`config.mk`:
```
export PLATFORM = sky130hd
export DESIGN_NAME = iap_flash_data_control_regs
export DESIGN_NICKNAME = d
export VERILOG_FILES = /design/src/iap_flash_pkg.sv /design/src/iap_flash_data_control_regs.sv /design/src/write_buffer.sv
export VERILOG_INCLUDE_DIRS = /design/src
export SDC_FILE = /design/constraint.sdc
export NUM_CORES = 1
export LEC_CHECK = 0
export ABC_AREA = 1
export BUFFER_PORTS_ARGS = -buffer_cell sky130_fd_sc_hd__buf_4
export CORE_MARGIN = 10
export CORE_UTILIZATION = 48
export CTS_CLUSTER_DIAMETER = 40
export DETAILED_ROUTE_END_ITERATION = 8
export GPL_TIMING_DRIVEN = 0
export SYNTH_ARGS = -nofsm -noshare
export SYNTH_HDL_FRONTEND = slang
export SYNTH_HIERARCHICAL = 1
export SYNTH_SLANG_ARGS = --single-unit
```
`constraint.sdc`:
```
create_clock -name clock -period 2.4 [get_ports clock]
set_input_delay 0.24 -clock clock [delete_from_list [all_inputs] [get_ports clock]]
set_output_delay 0.24 -clock clock [all_outputs]
set_load 0.005 [all_outputs]
```
`src/iap_flash_map.svh`:
```
// Purpose: Offsets, field positions, reset values and timing counts.
// Assumes: Eight-bit special function register access by index.
// Notes: Included by the package and by the design files.
`ifndef IAP_FLASH_MAP_SVH
`define IAP_FLASH_MAP_SVH

// ************************************************************
// Register indices
// ************************************************************
`define SFR_DATA_WORD0_LOW 4'h0
`define SFR_DATA_WORD0_HIGH 4'h1
`define SFR_DATA_WORD1_LOW 4'h2
`define SFR_DATA_WORD1_HIGH 4'h3
`define SFR_DATA_WORD2_LOW 4'h4
`define SFR_DATA_WORD2_HIGH 4'h5
`define SFR_DATA_WORD3_LOW 4'h6
`define SFR_DATA_WORD3_HIGH 4'h7
`define SFR_FLASH_CONTROL_MAIN 4'h8

// ************************************************************
// Control register fields and reset values
// ************************************************************
`define CTL_ERASE_WRITE_ENABLED 7
`define CTL_MODE_HI 6
`define CTL_MODE_LO 4
`define CTL_UNLOCK_TRIGGER 3
`define CTL_WRITE_INITIATE 2
`define CTL_READ_ENABLE 1
`define CTL_READ_INITIATE 0
`define DATA_RESET 8'h00
`define CTL_RESET 8'h00

// ************************************************************
// Unlock pattern, words one to three
// ************************************************************
`define UNLOCK_W1_LOW 8'h00
`define UNLOCK_W2_LOW 8'h0d
`define UNLOCK_W3_LOW 8'hc3
`define UNLOCK_W1_HIGH 8'h04
`define UNLOCK_W2_HIGH 8'h09
`define UNLOCK_W3_HIGH 8'h40

// ************************************************************
// Timing
// ************************************************************
`define CLOCK_PERIOD_NS 4
`define UNLOCK_WINDOW_NS 1000
`define UNLOCK_WINDOW_CYCLES (`UNLOCK_WINDOW_NS / `CLOCK_PERIOD_NS)
`define PAGE_WORDS 32
`define WORD_BITS 5

`endif

```
`src/iap_flash_pkg.sv`:
```
// Purpose: Types shared by the flash register interface.
// Assumes: iap_flash_map.svh holds the numbers.
// Notes: Mode codes follow the control register mode field.
`include "iap_flash_map.svh"

package iap_flash_pkg;

   typedef enum logic [2:0] {
      mode_write = 3'b000,
      mode_page_erase = 3'b001,
      mode_read = 3'b011,
      mode_unlock = 3'b110
   } op_mode_e;

   typedef enum logic [1:0] {
      seq_idle = 2'b00,
      seq_erase_write = 2'b01,
      seq_read = 2'b10
   } seq_state_e;

   typedef logic [13:0] flash_addr_t;
   typedef logic [15:0] flash_word_t;

endpackage : iap_flash_pkg

```
`src/iap_flash_data_control_regs.sv`:
```
// Purpose: Data word and main control registers for flash programming.
// Assumes: Register strobes are one-cycle and synchronous to clock.
// Notes: Address pair lives outside; this block requests its update.
`include "iap_flash_map.svh"

// What this block does
// - Writing word zero low byte only stores that byte.
// - Writing word zero high byte loads the whole word into the buffer while erase and write are enabled.
// - Each buffer load increments the flash address by one.
// - Increment stops when the word-in-page bits are all ones.
// - Buffer holds 32 words mapped to the page of the upper address bits.
// - Four 16-bit data words, byte-wise read/write, reset to zero.
// - Enabled status set only by hardware; writing one does nothing.
// - Software clearing enabled status disables erase and write.
// - Mode 000 write, 001 page erase, 011 read, 110 unlock.
// - Trigger starts a timer; hardware clears trigger on expiry.
// - Pattern 00,0D,C3 low then 04,09,40 high, else stay disabled.
// - Write initiate starts write or erase; hardware clears when done.
// - Reads only while read enable is one.
// - Read initiate starts a read; hardware clears when done.
// - The CPU is stalled while an operation is in progress.
module iap_flash_data_control_regs #(
   parameter int UNLOCK_CYCLES = `UNLOCK_WINDOW_CYCLES,
   parameter int PAGE_WORDS = `PAGE_WORDS
) (
   input wire logic clock,
   input wire logic rst,
   input wire logic [3:0] sfr_index,
   input wire logic sfr_write,
   input wire logic [7:0] sfr_wdata,
   output logic [7:0] sfr_rdata,
   input wire iap_flash_pkg::flash_addr_t flash_addr,
   output logic addr_update,
   output iap_flash_pkg::flash_addr_t addr_update_value,
   output logic cpu_stall,
   output logic erase_write_allowed,
   output logic flash_start,
   output iap_flash_pkg::op_mode_e flash_mode,
   output logic [8:0] flash_page,
   input wire logic flash_done,
   input wire iap_flash_pkg::flash_word_t flash_read_word,
   input wire logic [`WORD_BITS-1:0] buffer_read_index,
   output iap_flash_pkg::flash_word_t buffer_read_word
);
   import iap_flash_pkg::*;

   localparam int CW = $clog2(UNLOCK_CYCLES + 1);

   // ************************************************************
   // Helper functions
   // ************************************************************
   function automatic logic index_hit(input logic [3:0] idx,
                                      input logic [3:0] target);
      index_hit = (idx == target);
   endfunction : index_hit

   function automatic logic erase_write_mode(input logic [2:0] m);
      erase_write_mode = (m == mode_write) || (m == mode_page_erase);
   endfunction : erase_write_mode

   function automatic flash_addr_t next_address(input flash_addr_t a);
      if (a[`WORD_BITS-1:0] == 5'h1f) begin
         next_address = a;
      end else begin
         next_address = flash_addr_t'(a + 14'h0001);
      end
   endfunction : next_address

   // ************************************************************
   // State
   // ************************************************************
   logic [7:0] word_low [4];
   logic [7:0] word_high [4];
   logic [7:0] next_word_low [4];
   logic [7:0] next_word_high [4];
   logic enabled, next_enabled;
   logic [2:0] mode_field, next_mode_field;
   logic trigger, next_trigger;
   logic write_init, next_write_init;
   logic read_en, next_read_en;
   logic read_init, next_read_init;
   logic [CW-1:0] timer, next_timer;
   seq_state_e state, next_state;
   logic next_flash_start;
   logic next_addr_update;
   flash_addr_t next_addr_value;
   logic buf_load, buf_clear;
   logic ctl_write, timer_expire, pattern_ok;
   logic unlock_ok;
   logic start_ew, start_rd;
   logic [7:0] ctl_value;

   assign ctl_write = sfr_write &&
                      index_hit(sfr_index, `SFR_FLASH_CONTROL_MAIN);
   assign timer_expire = trigger && (timer == CW'(1));
   assign pattern_ok = word_low[1] == `UNLOCK_W1_LOW &&
                       word_low[2] == `UNLOCK_W2_LOW &&
                       word_low[3] == `UNLOCK_W3_LOW &&
                       word_high[1] == `UNLOCK_W1_HIGH &&
                       word_high[2] == `UNLOCK_W2_HIGH &&
                       word_high[3] == `UNLOCK_W3_HIGH;
   // A success on the expiry edge outranks a software clear of the status
   assign unlock_ok = timer_expire && pattern_ok &&
                      mode_field == mode_unlock;

   // ************************************************************
   // Data word registers
   // ************************************************************
   always_comb begin
      next_word_low = word_low;
      next_word_high = word_high;
      buf_load = 1'b0;
      next_addr_update = 1'b0;
      next_addr_value = addr_update_value;
      for (int i = 0; i < 4; i++) begin
         if (sfr_write && index_hit(sfr_index, 4'(2 * i))) begin
            next_word_low[i] = sfr_wdata;
         end
         if (sfr_write && index_hit(sfr_index, 4'(2 * i + 1))) begin
            next_word_high[i] = sfr_wdata;
         end
      end
      if (state == seq_read && flash_done) begin
         next_word_low[0] = flash_read_word[7:0];
         next_word_high[0] = flash_read_word[15:8];
      end
      // Tagging and loading need erase and write enabled
      if (sfr_write && index_hit(sfr_index, `SFR_DATA_WORD0_HIGH) &&
          enabled) begin
         buf_load = 1'b1;
         next_addr_update = 1'b1;
         next_addr_value = next_address(flash_addr);
      end
   end

   always_ff @(posedge clock) begin
      if (rst) begin
         for (int i = 0; i < 4; i++) begin
            word_low[i] <= `DATA_RESET;
            word_high[i] <= `DATA_RESET;
         end
         addr_update <= 1'b0;
         addr_update_value <= 14'h0000;
      end else begin
         word_low <= next_word_low;
         word_high <= next_word_high;
         addr_update <= next_addr_update;
         addr_update_value <= next_addr_value;
      end
   end

   // ************************************************************
   // Page write buffer
   // ************************************************************
   assign buf_clear = (state == seq_erase_write) && flash_done;

   write_buffer #(
      .DEPTH(PAGE_WORDS),
      .AW(`WORD_BITS)
   ) u_buffer (
      .clock(clock),
      .rst(rst),
      .clear(buf_clear),
      .load(buf_load),
      .load_index(flash_addr[`WORD_BITS-1:0]),
      .load_word({sfr_wdata, word_low[0]}),
      .read_index(buffer_read_index),
      .read_word(buffer_read_word)
   );

   // ************************************************************
   // Unlock window timer
   // ************************************************************
   always_comb begin
      next_timer = timer;
      if (trigger) begin
         next_timer = CW'(timer - CW'(1));
      end
      // Writing the trigger again restarts the whole window
      if (ctl_write && state == seq_idle &&
          sfr_wdata[`CTL_UNLOCK_TRIGGER]) begin
         next_timer = CW'(UNLOCK_CYCLES);
      end
   end

   always_ff @(posedge clock) begin
      if (rst) begin
         timer <= '0;
      end else begin
         timer <= next_timer;
      end
   end

   // ************************************************************
   // Unlock procedure and control register
   // ************************************************************
   always_comb begin
      next_enabled = enabled;
      next_mode_field = mode_field;
      next_trigger = trigger;
      next_write_init = write_init;
      next_read_en = read_en;
      next_read_init = read_init;
      start_ew = 1'b0;
      start_rd = 1'b0;
      if (timer_expire) begin
         next_trigger = 1'b0;
      end
      if (unlock_ok) begin
         next_enabled = 1'b1;
      end
      if (state == seq_erase_write && flash_done) begin
         next_write_init = 1'b0;
      end
      if (state == seq_read && flash_done) begin
         next_read_init = 1'b0;
      end
      // Ignored while busy, so a running operation cannot be re-armed
      if (ctl_write && state == seq_idle) begin
         next_mode_field = sfr_wdata[`CTL_MODE_HI:`CTL_MODE_LO];
         next_read_en = sfr_wdata[`CTL_READ_ENABLE];
         if (!sfr_wdata[`CTL_ERASE_WRITE_ENABLED] && !unlock_ok) begin
            next_enabled = 1'b0;
         end
         if (sfr_wdata[`CTL_UNLOCK_TRIGGER]) begin
            next_trigger = 1'b1;
         end
         if (sfr_wdata[`CTL_WRITE_INITIATE]) begin
            if (enabled && next_enabled &&
                erase_write_mode(next_mode_field)) begin
               next_write_init = 1'b1;
               start_ew = 1'b1;
            end
         end else if (sfr_wdata[`CTL_READ_INITIATE]) begin
            if (next_read_en && next_mode_field == mode_read) begin
               next_read_init = 1'b1;
               start_rd = 1'b1;
            end
         end
      end
   end

   always_ff @(posedge clock) begin
      if (rst) begin
         enabled <= 1'b0;
         mode_field <= 3'h0;
         trigger <= 1'b0;
         write_init <= 1'b0;
         read_en <= 1'b0;
         read_init <= 1'b0;
      end else begin
         enabled <= next_enabled;
         mode_field <= next_mode_field;
         trigger <= next_trigger;
         write_init <= next_write_init;
         read_en <= next_read_en;
         read_init <= next_read_init;
      end
   end

   // ************************************************************
   // Operation sequencer
   // ************************************************************
   always_comb begin
      next_state = state;
      next_flash_start = 1'b0;
      case (state)
         seq_idle: begin
            if (start_ew) begin
               next_state = seq_erase_write;
               next_flash_start = 1'b1;
            end else if (start_rd) begin
               next_state = seq_read;
               next_flash_start = 1'b1;
            end
         end
         seq_erase_write: begin
            if (flash_done) begin
               next_state = seq_idle;
            end
         end
         seq_read: begin
            if (flash_done || !read_en) begin
               next_state = seq_idle;
            end
         end
         default: begin
            next_state = seq_idle;
         end
      endcase
   end

   always_ff @(posedge clock) begin
      if (rst) begin
         state <= seq_idle;
         flash_start <= 1'b0;
      end else begin
         state <= next_state;
         flash_start <= next_flash_start;
      end
   end

   // ************************************************************
   // Outputs and register read-back
   // ************************************************************
   assign cpu_stall = (state != seq_idle);
   assign erase_write_allowed = enabled;
   assign flash_mode = op_mode_e'(mode_field);
   assign flash_page = flash_addr[13:5];
   always_comb begin
      ctl_value = `CTL_RESET;
      ctl_value[`CTL_ERASE_WRITE_ENABLED] = enabled;
      ctl_value[`CTL_MODE_HI:`CTL_MODE_LO] = mode_field;
      ctl_value[`CTL_UNLOCK_TRIGGER] = trigger;
      ctl_value[`CTL_WRITE_INITIATE] = write_init;
      ctl_value[`CTL_READ_ENABLE] = read_en;
      ctl_value[`CTL_READ_INITIATE] = read_init;
   end

   always_comb begin
      sfr_rdata = 8'h00;
      if (sfr_index == `SFR_FLASH_CONTROL_MAIN) begin
         sfr_rdata = ctl_value;
      end else if (sfr_index == `SFR_DATA_WORD0_LOW) begin
         sfr_rdata = word_low[0];
      end else if (sfr_index == `SFR_DATA_WORD0_HIGH) begin
         sfr_rdata = word_high[0];
      end else if (sfr_index == `SFR_DATA_WORD1_LOW) begin
         sfr_rdata = word_low[1];
      end else if (sfr_index == `SFR_DATA_WORD1_HIGH) begin
         sfr_rdata = word_high[1];
      end else if (sfr_index == `SFR_DATA_WORD2_LOW) begin
         sfr_rdata = word_low[2];
      end else if (sfr_index == `SFR_DATA_WORD2_HIGH) begin
         sfr_rdata = word_high[2];
      end else if (sfr_index == `SFR_DATA_WORD3_LOW) begin
         sfr_rdata = word_low[3];
      end else if (sfr_index == `SFR_DATA_WORD3_HIGH) begin
         sfr_rdata = word_high[3];
      end
   end

endmodule : iap_flash_data_control_regs

```
`src/write_buffer.sv`:
```
// Purpose: One page of staged write data.
// Assumes: Synchronous clear, one write and one read port.
// Notes: Cleared as a whole when a write completes.
`include "iap_flash_map.svh"

module write_buffer #(
   parameter int DEPTH = `PAGE_WORDS,
   parameter int AW = `WORD_BITS
) (
   input wire logic clock,
   input wire logic rst,
   input wire logic clear,
   input wire logic load,
   input wire logic [AW-1:0] load_index,
   input wire iap_flash_pkg::flash_word_t load_word,
   input wire logic [AW-1:0] read_index,
   output iap_flash_pkg::flash_word_t read_word
);
   import iap_flash_pkg::*;

   flash_word_t mem [DEPTH];
   flash_word_t next_mem [DEPTH];

   always_comb begin
      next_mem = mem;
      if (clear) begin
         for (int i = 0; i < DEPTH; i++) begin
            next_mem[i] = 16'h0000;
         end
      end else if (load) begin
         next_mem[load_index] = load_word;
      end
   end

   always_ff @(posedge clock) begin
      if (rst) begin
         for (int i = 0; i < DEPTH; i++) begin
            mem[i] <= 16'h0000;
         end
      end else begin
         mem <= next_mem;
      end
   end

   assign read_word = mem[read_index];

endmodule : write_buffer

```
==> impl_metrics.csv <==
group,metric,value,unit
layout,finalNonFillerCells,5343,
clocking,cts_root_buf,"clkbuf_16",
sta,setup_viol,2,
min_path,hold_path.class,"in -> reg",
placed_design,place_inst,5105,
worst_setup_path,crit_slowest_cell,"buf_2",
global_routing,met3_usage,8.94,%
detailed_routing,drt_first_pass_iters,6,
clocking,clock-sinks,610,
die,fp.coreArea,0.0576,mm2
layout,layout_common_cells,"1898 x nand2_1, 609 x dfxtp_1, 599 x a21oi_1",
worst_setup_path,crit_fanout,10,
flow_run,max-cap-violations,0,
clocking,cts_tree,"done",
power,leakagePower,12.3,nW
layout,regArea,0.0122,mm2
layout,fillers,5711,
die,fp-row-count,88,
global_routing,grt_start_max_net_pins,15,
worst_setup_path,path_cells,"buf_2 -> inv_1 -> buf_6 -> buf_2 -> nand2_1 -> nand3_1 -> nand3_1 -> nand2_1 -> nand2_1 -> nand2_1 -> nand2_1 -> nand2_1 -> buf_4",
clocking,cts_made_buffers,102,
die,dieArea,0.0680,mm2
detailed_routing,via_count,30400,
worst_setup_path,rrSetupSlack,0.09,ns
global_routing,top_usage_layer,"met2",
clocking,path_clk_slew,0.05,ns
clocking,cts_max_level,3,
sta,slew_violations,0,
worst_setup_path,critPathMaxStageDelay,0.34,ns
detailed_routing,routed_via_density,5.69,
logic_synthesis,netlist_area,0.0278,mm2
die,initial_core_util,48.3,%
logic_synthesis,yosys.area.top_type,"dfxtp_1",
logic_synthesis,syn_area_per_cell,6.57,um2
detailed_routing,wirelength,122,mm
sta,fmax,413,MHz
sta,fin_crit_sh,101,%
placed_design,place_hpwl,84.4,mm
die,die_h,261,um
global_routing,grt_pass1_wl,178,mm
logic_synthesis,yosys_warnings,6,
sta,rsz0062_at_grt,"yes",
sta,fin_crit,2.42,ns
global_routing,grtUsageMet2,51.7,%
worst_setup_path,worstSetupStartpointType,"primary input",
sta,tightestPinTransition,1.28,ns
clocking,clk_latency,0.67,ns
die,die_x,261,um
global_routing,use_met1,46.7,%
global_routing,grt_pass1_vias,27700,
logic_synthesis,synth_top_cell_area_share,43.9,%
worst_setup_path,cp.arrival,2.18,ns
die,ios,105,
status,status,"finished with violations",
worst_setup_path,cp.required,2.16,ns
global_routing,grt_use_total,34.9,%
global_routing,grt_overflow,0,
sta,clock_skew,0.0250,ns
logic_synthesis,syn-num-nets,4294,
layout,multi_input_area,0.0139,mm2
detailed_routing,first_iter_violations,4019,
logic_synthesis,yosysSeqAreaShare,43.9,%
layout,mostFrequentLayoutCell,"nand2_1",
logic_synthesis,netlist_instances,4240,
detailed_routing,routedWlPerCell,22.8,um
sta,timing.final.ws_setup,-0.0204,ns
detailed_routing,ant_nets,0,
layout,drive_gt1_share,11.5,%
worst_setup_path,worstSetupEndpointType,"output port",
status,violations,"setup timing",
detailed_routing,drc,0,
worst_setup_path,critPathKind,"in -> out",
placed_design,numPortBuffers,100,
clocking,cts_buffer_depth,3,
sta,relSlewSlack,14.6,%
sta,hold_viol_final,0,
placed_design,gp_congestion,1.02,
power,powerDensity,808,mW/mm2
power,peakVddDrop,0.000650,V
worst_setup_path,cp_common_cell,"nand2_1",
sta,setup_tns,-0.0307,ns
logic_synthesis,ys_types,33,
logic_synthesis,ys_ff_latch,610,
layout,nets,4545,
power,p_total,27.6,mW
layout,area_delta_synth_final,22.5,%
logic_synthesis,synthTopCellsByArea,"dfxtp_1 44%, nand2_1 26%, a21oi_1 11%, nand3_1 7.9%, clkbuf_1 2.4%",
global_routing,antenna_found_initial,1,
[area by class of cell]
cell class	instances	share of cell area, %
buffer	324	4.98
clock buffer	121	7.96
inverter	116	1.28
timing repair buffer	148	3.68
clock inverter	69	2.66
multi-input combinational	3189	40.8
antenna	1	0.00734
sequential	610	35.8
tap	765	2.81
[logic make-up after synthesis]
kind of cell	count (synthesis)	synth area share [%]
AND/OR/NAND/NOR	2488	36.4
AO/OA/AOI/OAI	690	12.5
flip-flops	610	43.9
buffers and inverters	441	6.87
XOR/XNOR	8	0.252
adder cells (fa/ha/maj)	3	0.135
[layer usage]
| layer | up-vias | wire, um |
|---|---|---|
| li1 | 14200 | - |
| met3 | 313 | 14000 |
| met5 | - | 0 |
| met2 | 1763 | 51800 |
| met1 | 14100 | 49500 |
| met4 | 0 | 6210 |
[cells in the mapped netlist (all sizes together)]
cell type / number
a21oi: 599
a31oi: 18
buf: 143
clkbuf: 182
clkinv: 1
dfxtp: 610
ha: 3
inv: 115
nand2: 1908
nand3: 444
nand4: 29
nor2: 90
nor3: 11
nor3b: 1
nor4: 3
o211a: 1
o211ai: 1
o21a: 1
o21ai: 70
or2: 2
xnor2: 3
xor2: 5
[flip-flops by register name, indices dropped and copies added (netlist names)]
| signal | cells |
|---|---|
| u_buffer/mem | 512 |
| word_high | 32 |
| word_low | 32 |
| addr_update_value | 14 |
| timer | 8 |
| flash_mode | 3 |
| state | 2 |
| addr_update | 1 |
| erase_write_allowed | 1 |
| flash_start | 1 |
| read_en | 1 |
| read_init | 1 |
| trigger | 1 |
| write_init | 1 |
[what timing repair did]
action                                  4_1_cts  5_1_grt
hold endpoints to repair                     53        0
hold buffers                                 42        0
gates cloned                                  0        0
endpoints found under the setup margin      528      344
pin swaps                                     4        0
buffers inserted                              6        0
resized for setup                           114       72
[report_power, final]
part           total [mW]  internal [mW]  leakage, nW  switching [mW]
Sequential           10.2           10.2         4.91          0.0284
Clock                15.5           9.96         1.74            5.50
Combinational        1.92          0.463         5.66            1.45
Total                27.6           20.6         12.3            6.98
[path summary, 6_finish.rpt]
kind,start,endpoint,cells after the start
max reg2reg,state[1],u_buffer/mem[131],8
min,flash_done,word_high[24],3
max,buffer_read_index[0],buffer_read_word[14],13
min reg2reg,u_buffer/mem[137],u_buffer/mem[137],2
[through the flow]
stage | hold slack, ns | area (um2) | utilization (%) | worst slack, ns
global route | 0.0602 | 34100 | 59.2 | -0.0255
CTS | 0.00744 | 34000 | 59.0 | 0.0125
finish | 0.0360 | 34100 | 59.2 | -0.0204
detailed placement | 0.452 | 29500 | 51.3 | -1.18
global placement | 0.449 | 29500 | 51.3 | -1.20
floorplan | 0.377 | 27800 | - | 0.216
[critical path, delay by kind of cell]
| kind | cells | cell delay (ns) |
|---|---|---|
| and+or+nand+nor | 8 | 0.94 |
| buffers and inverters | 5 | 0.97 |
Power figures use the tool's default switching activity.
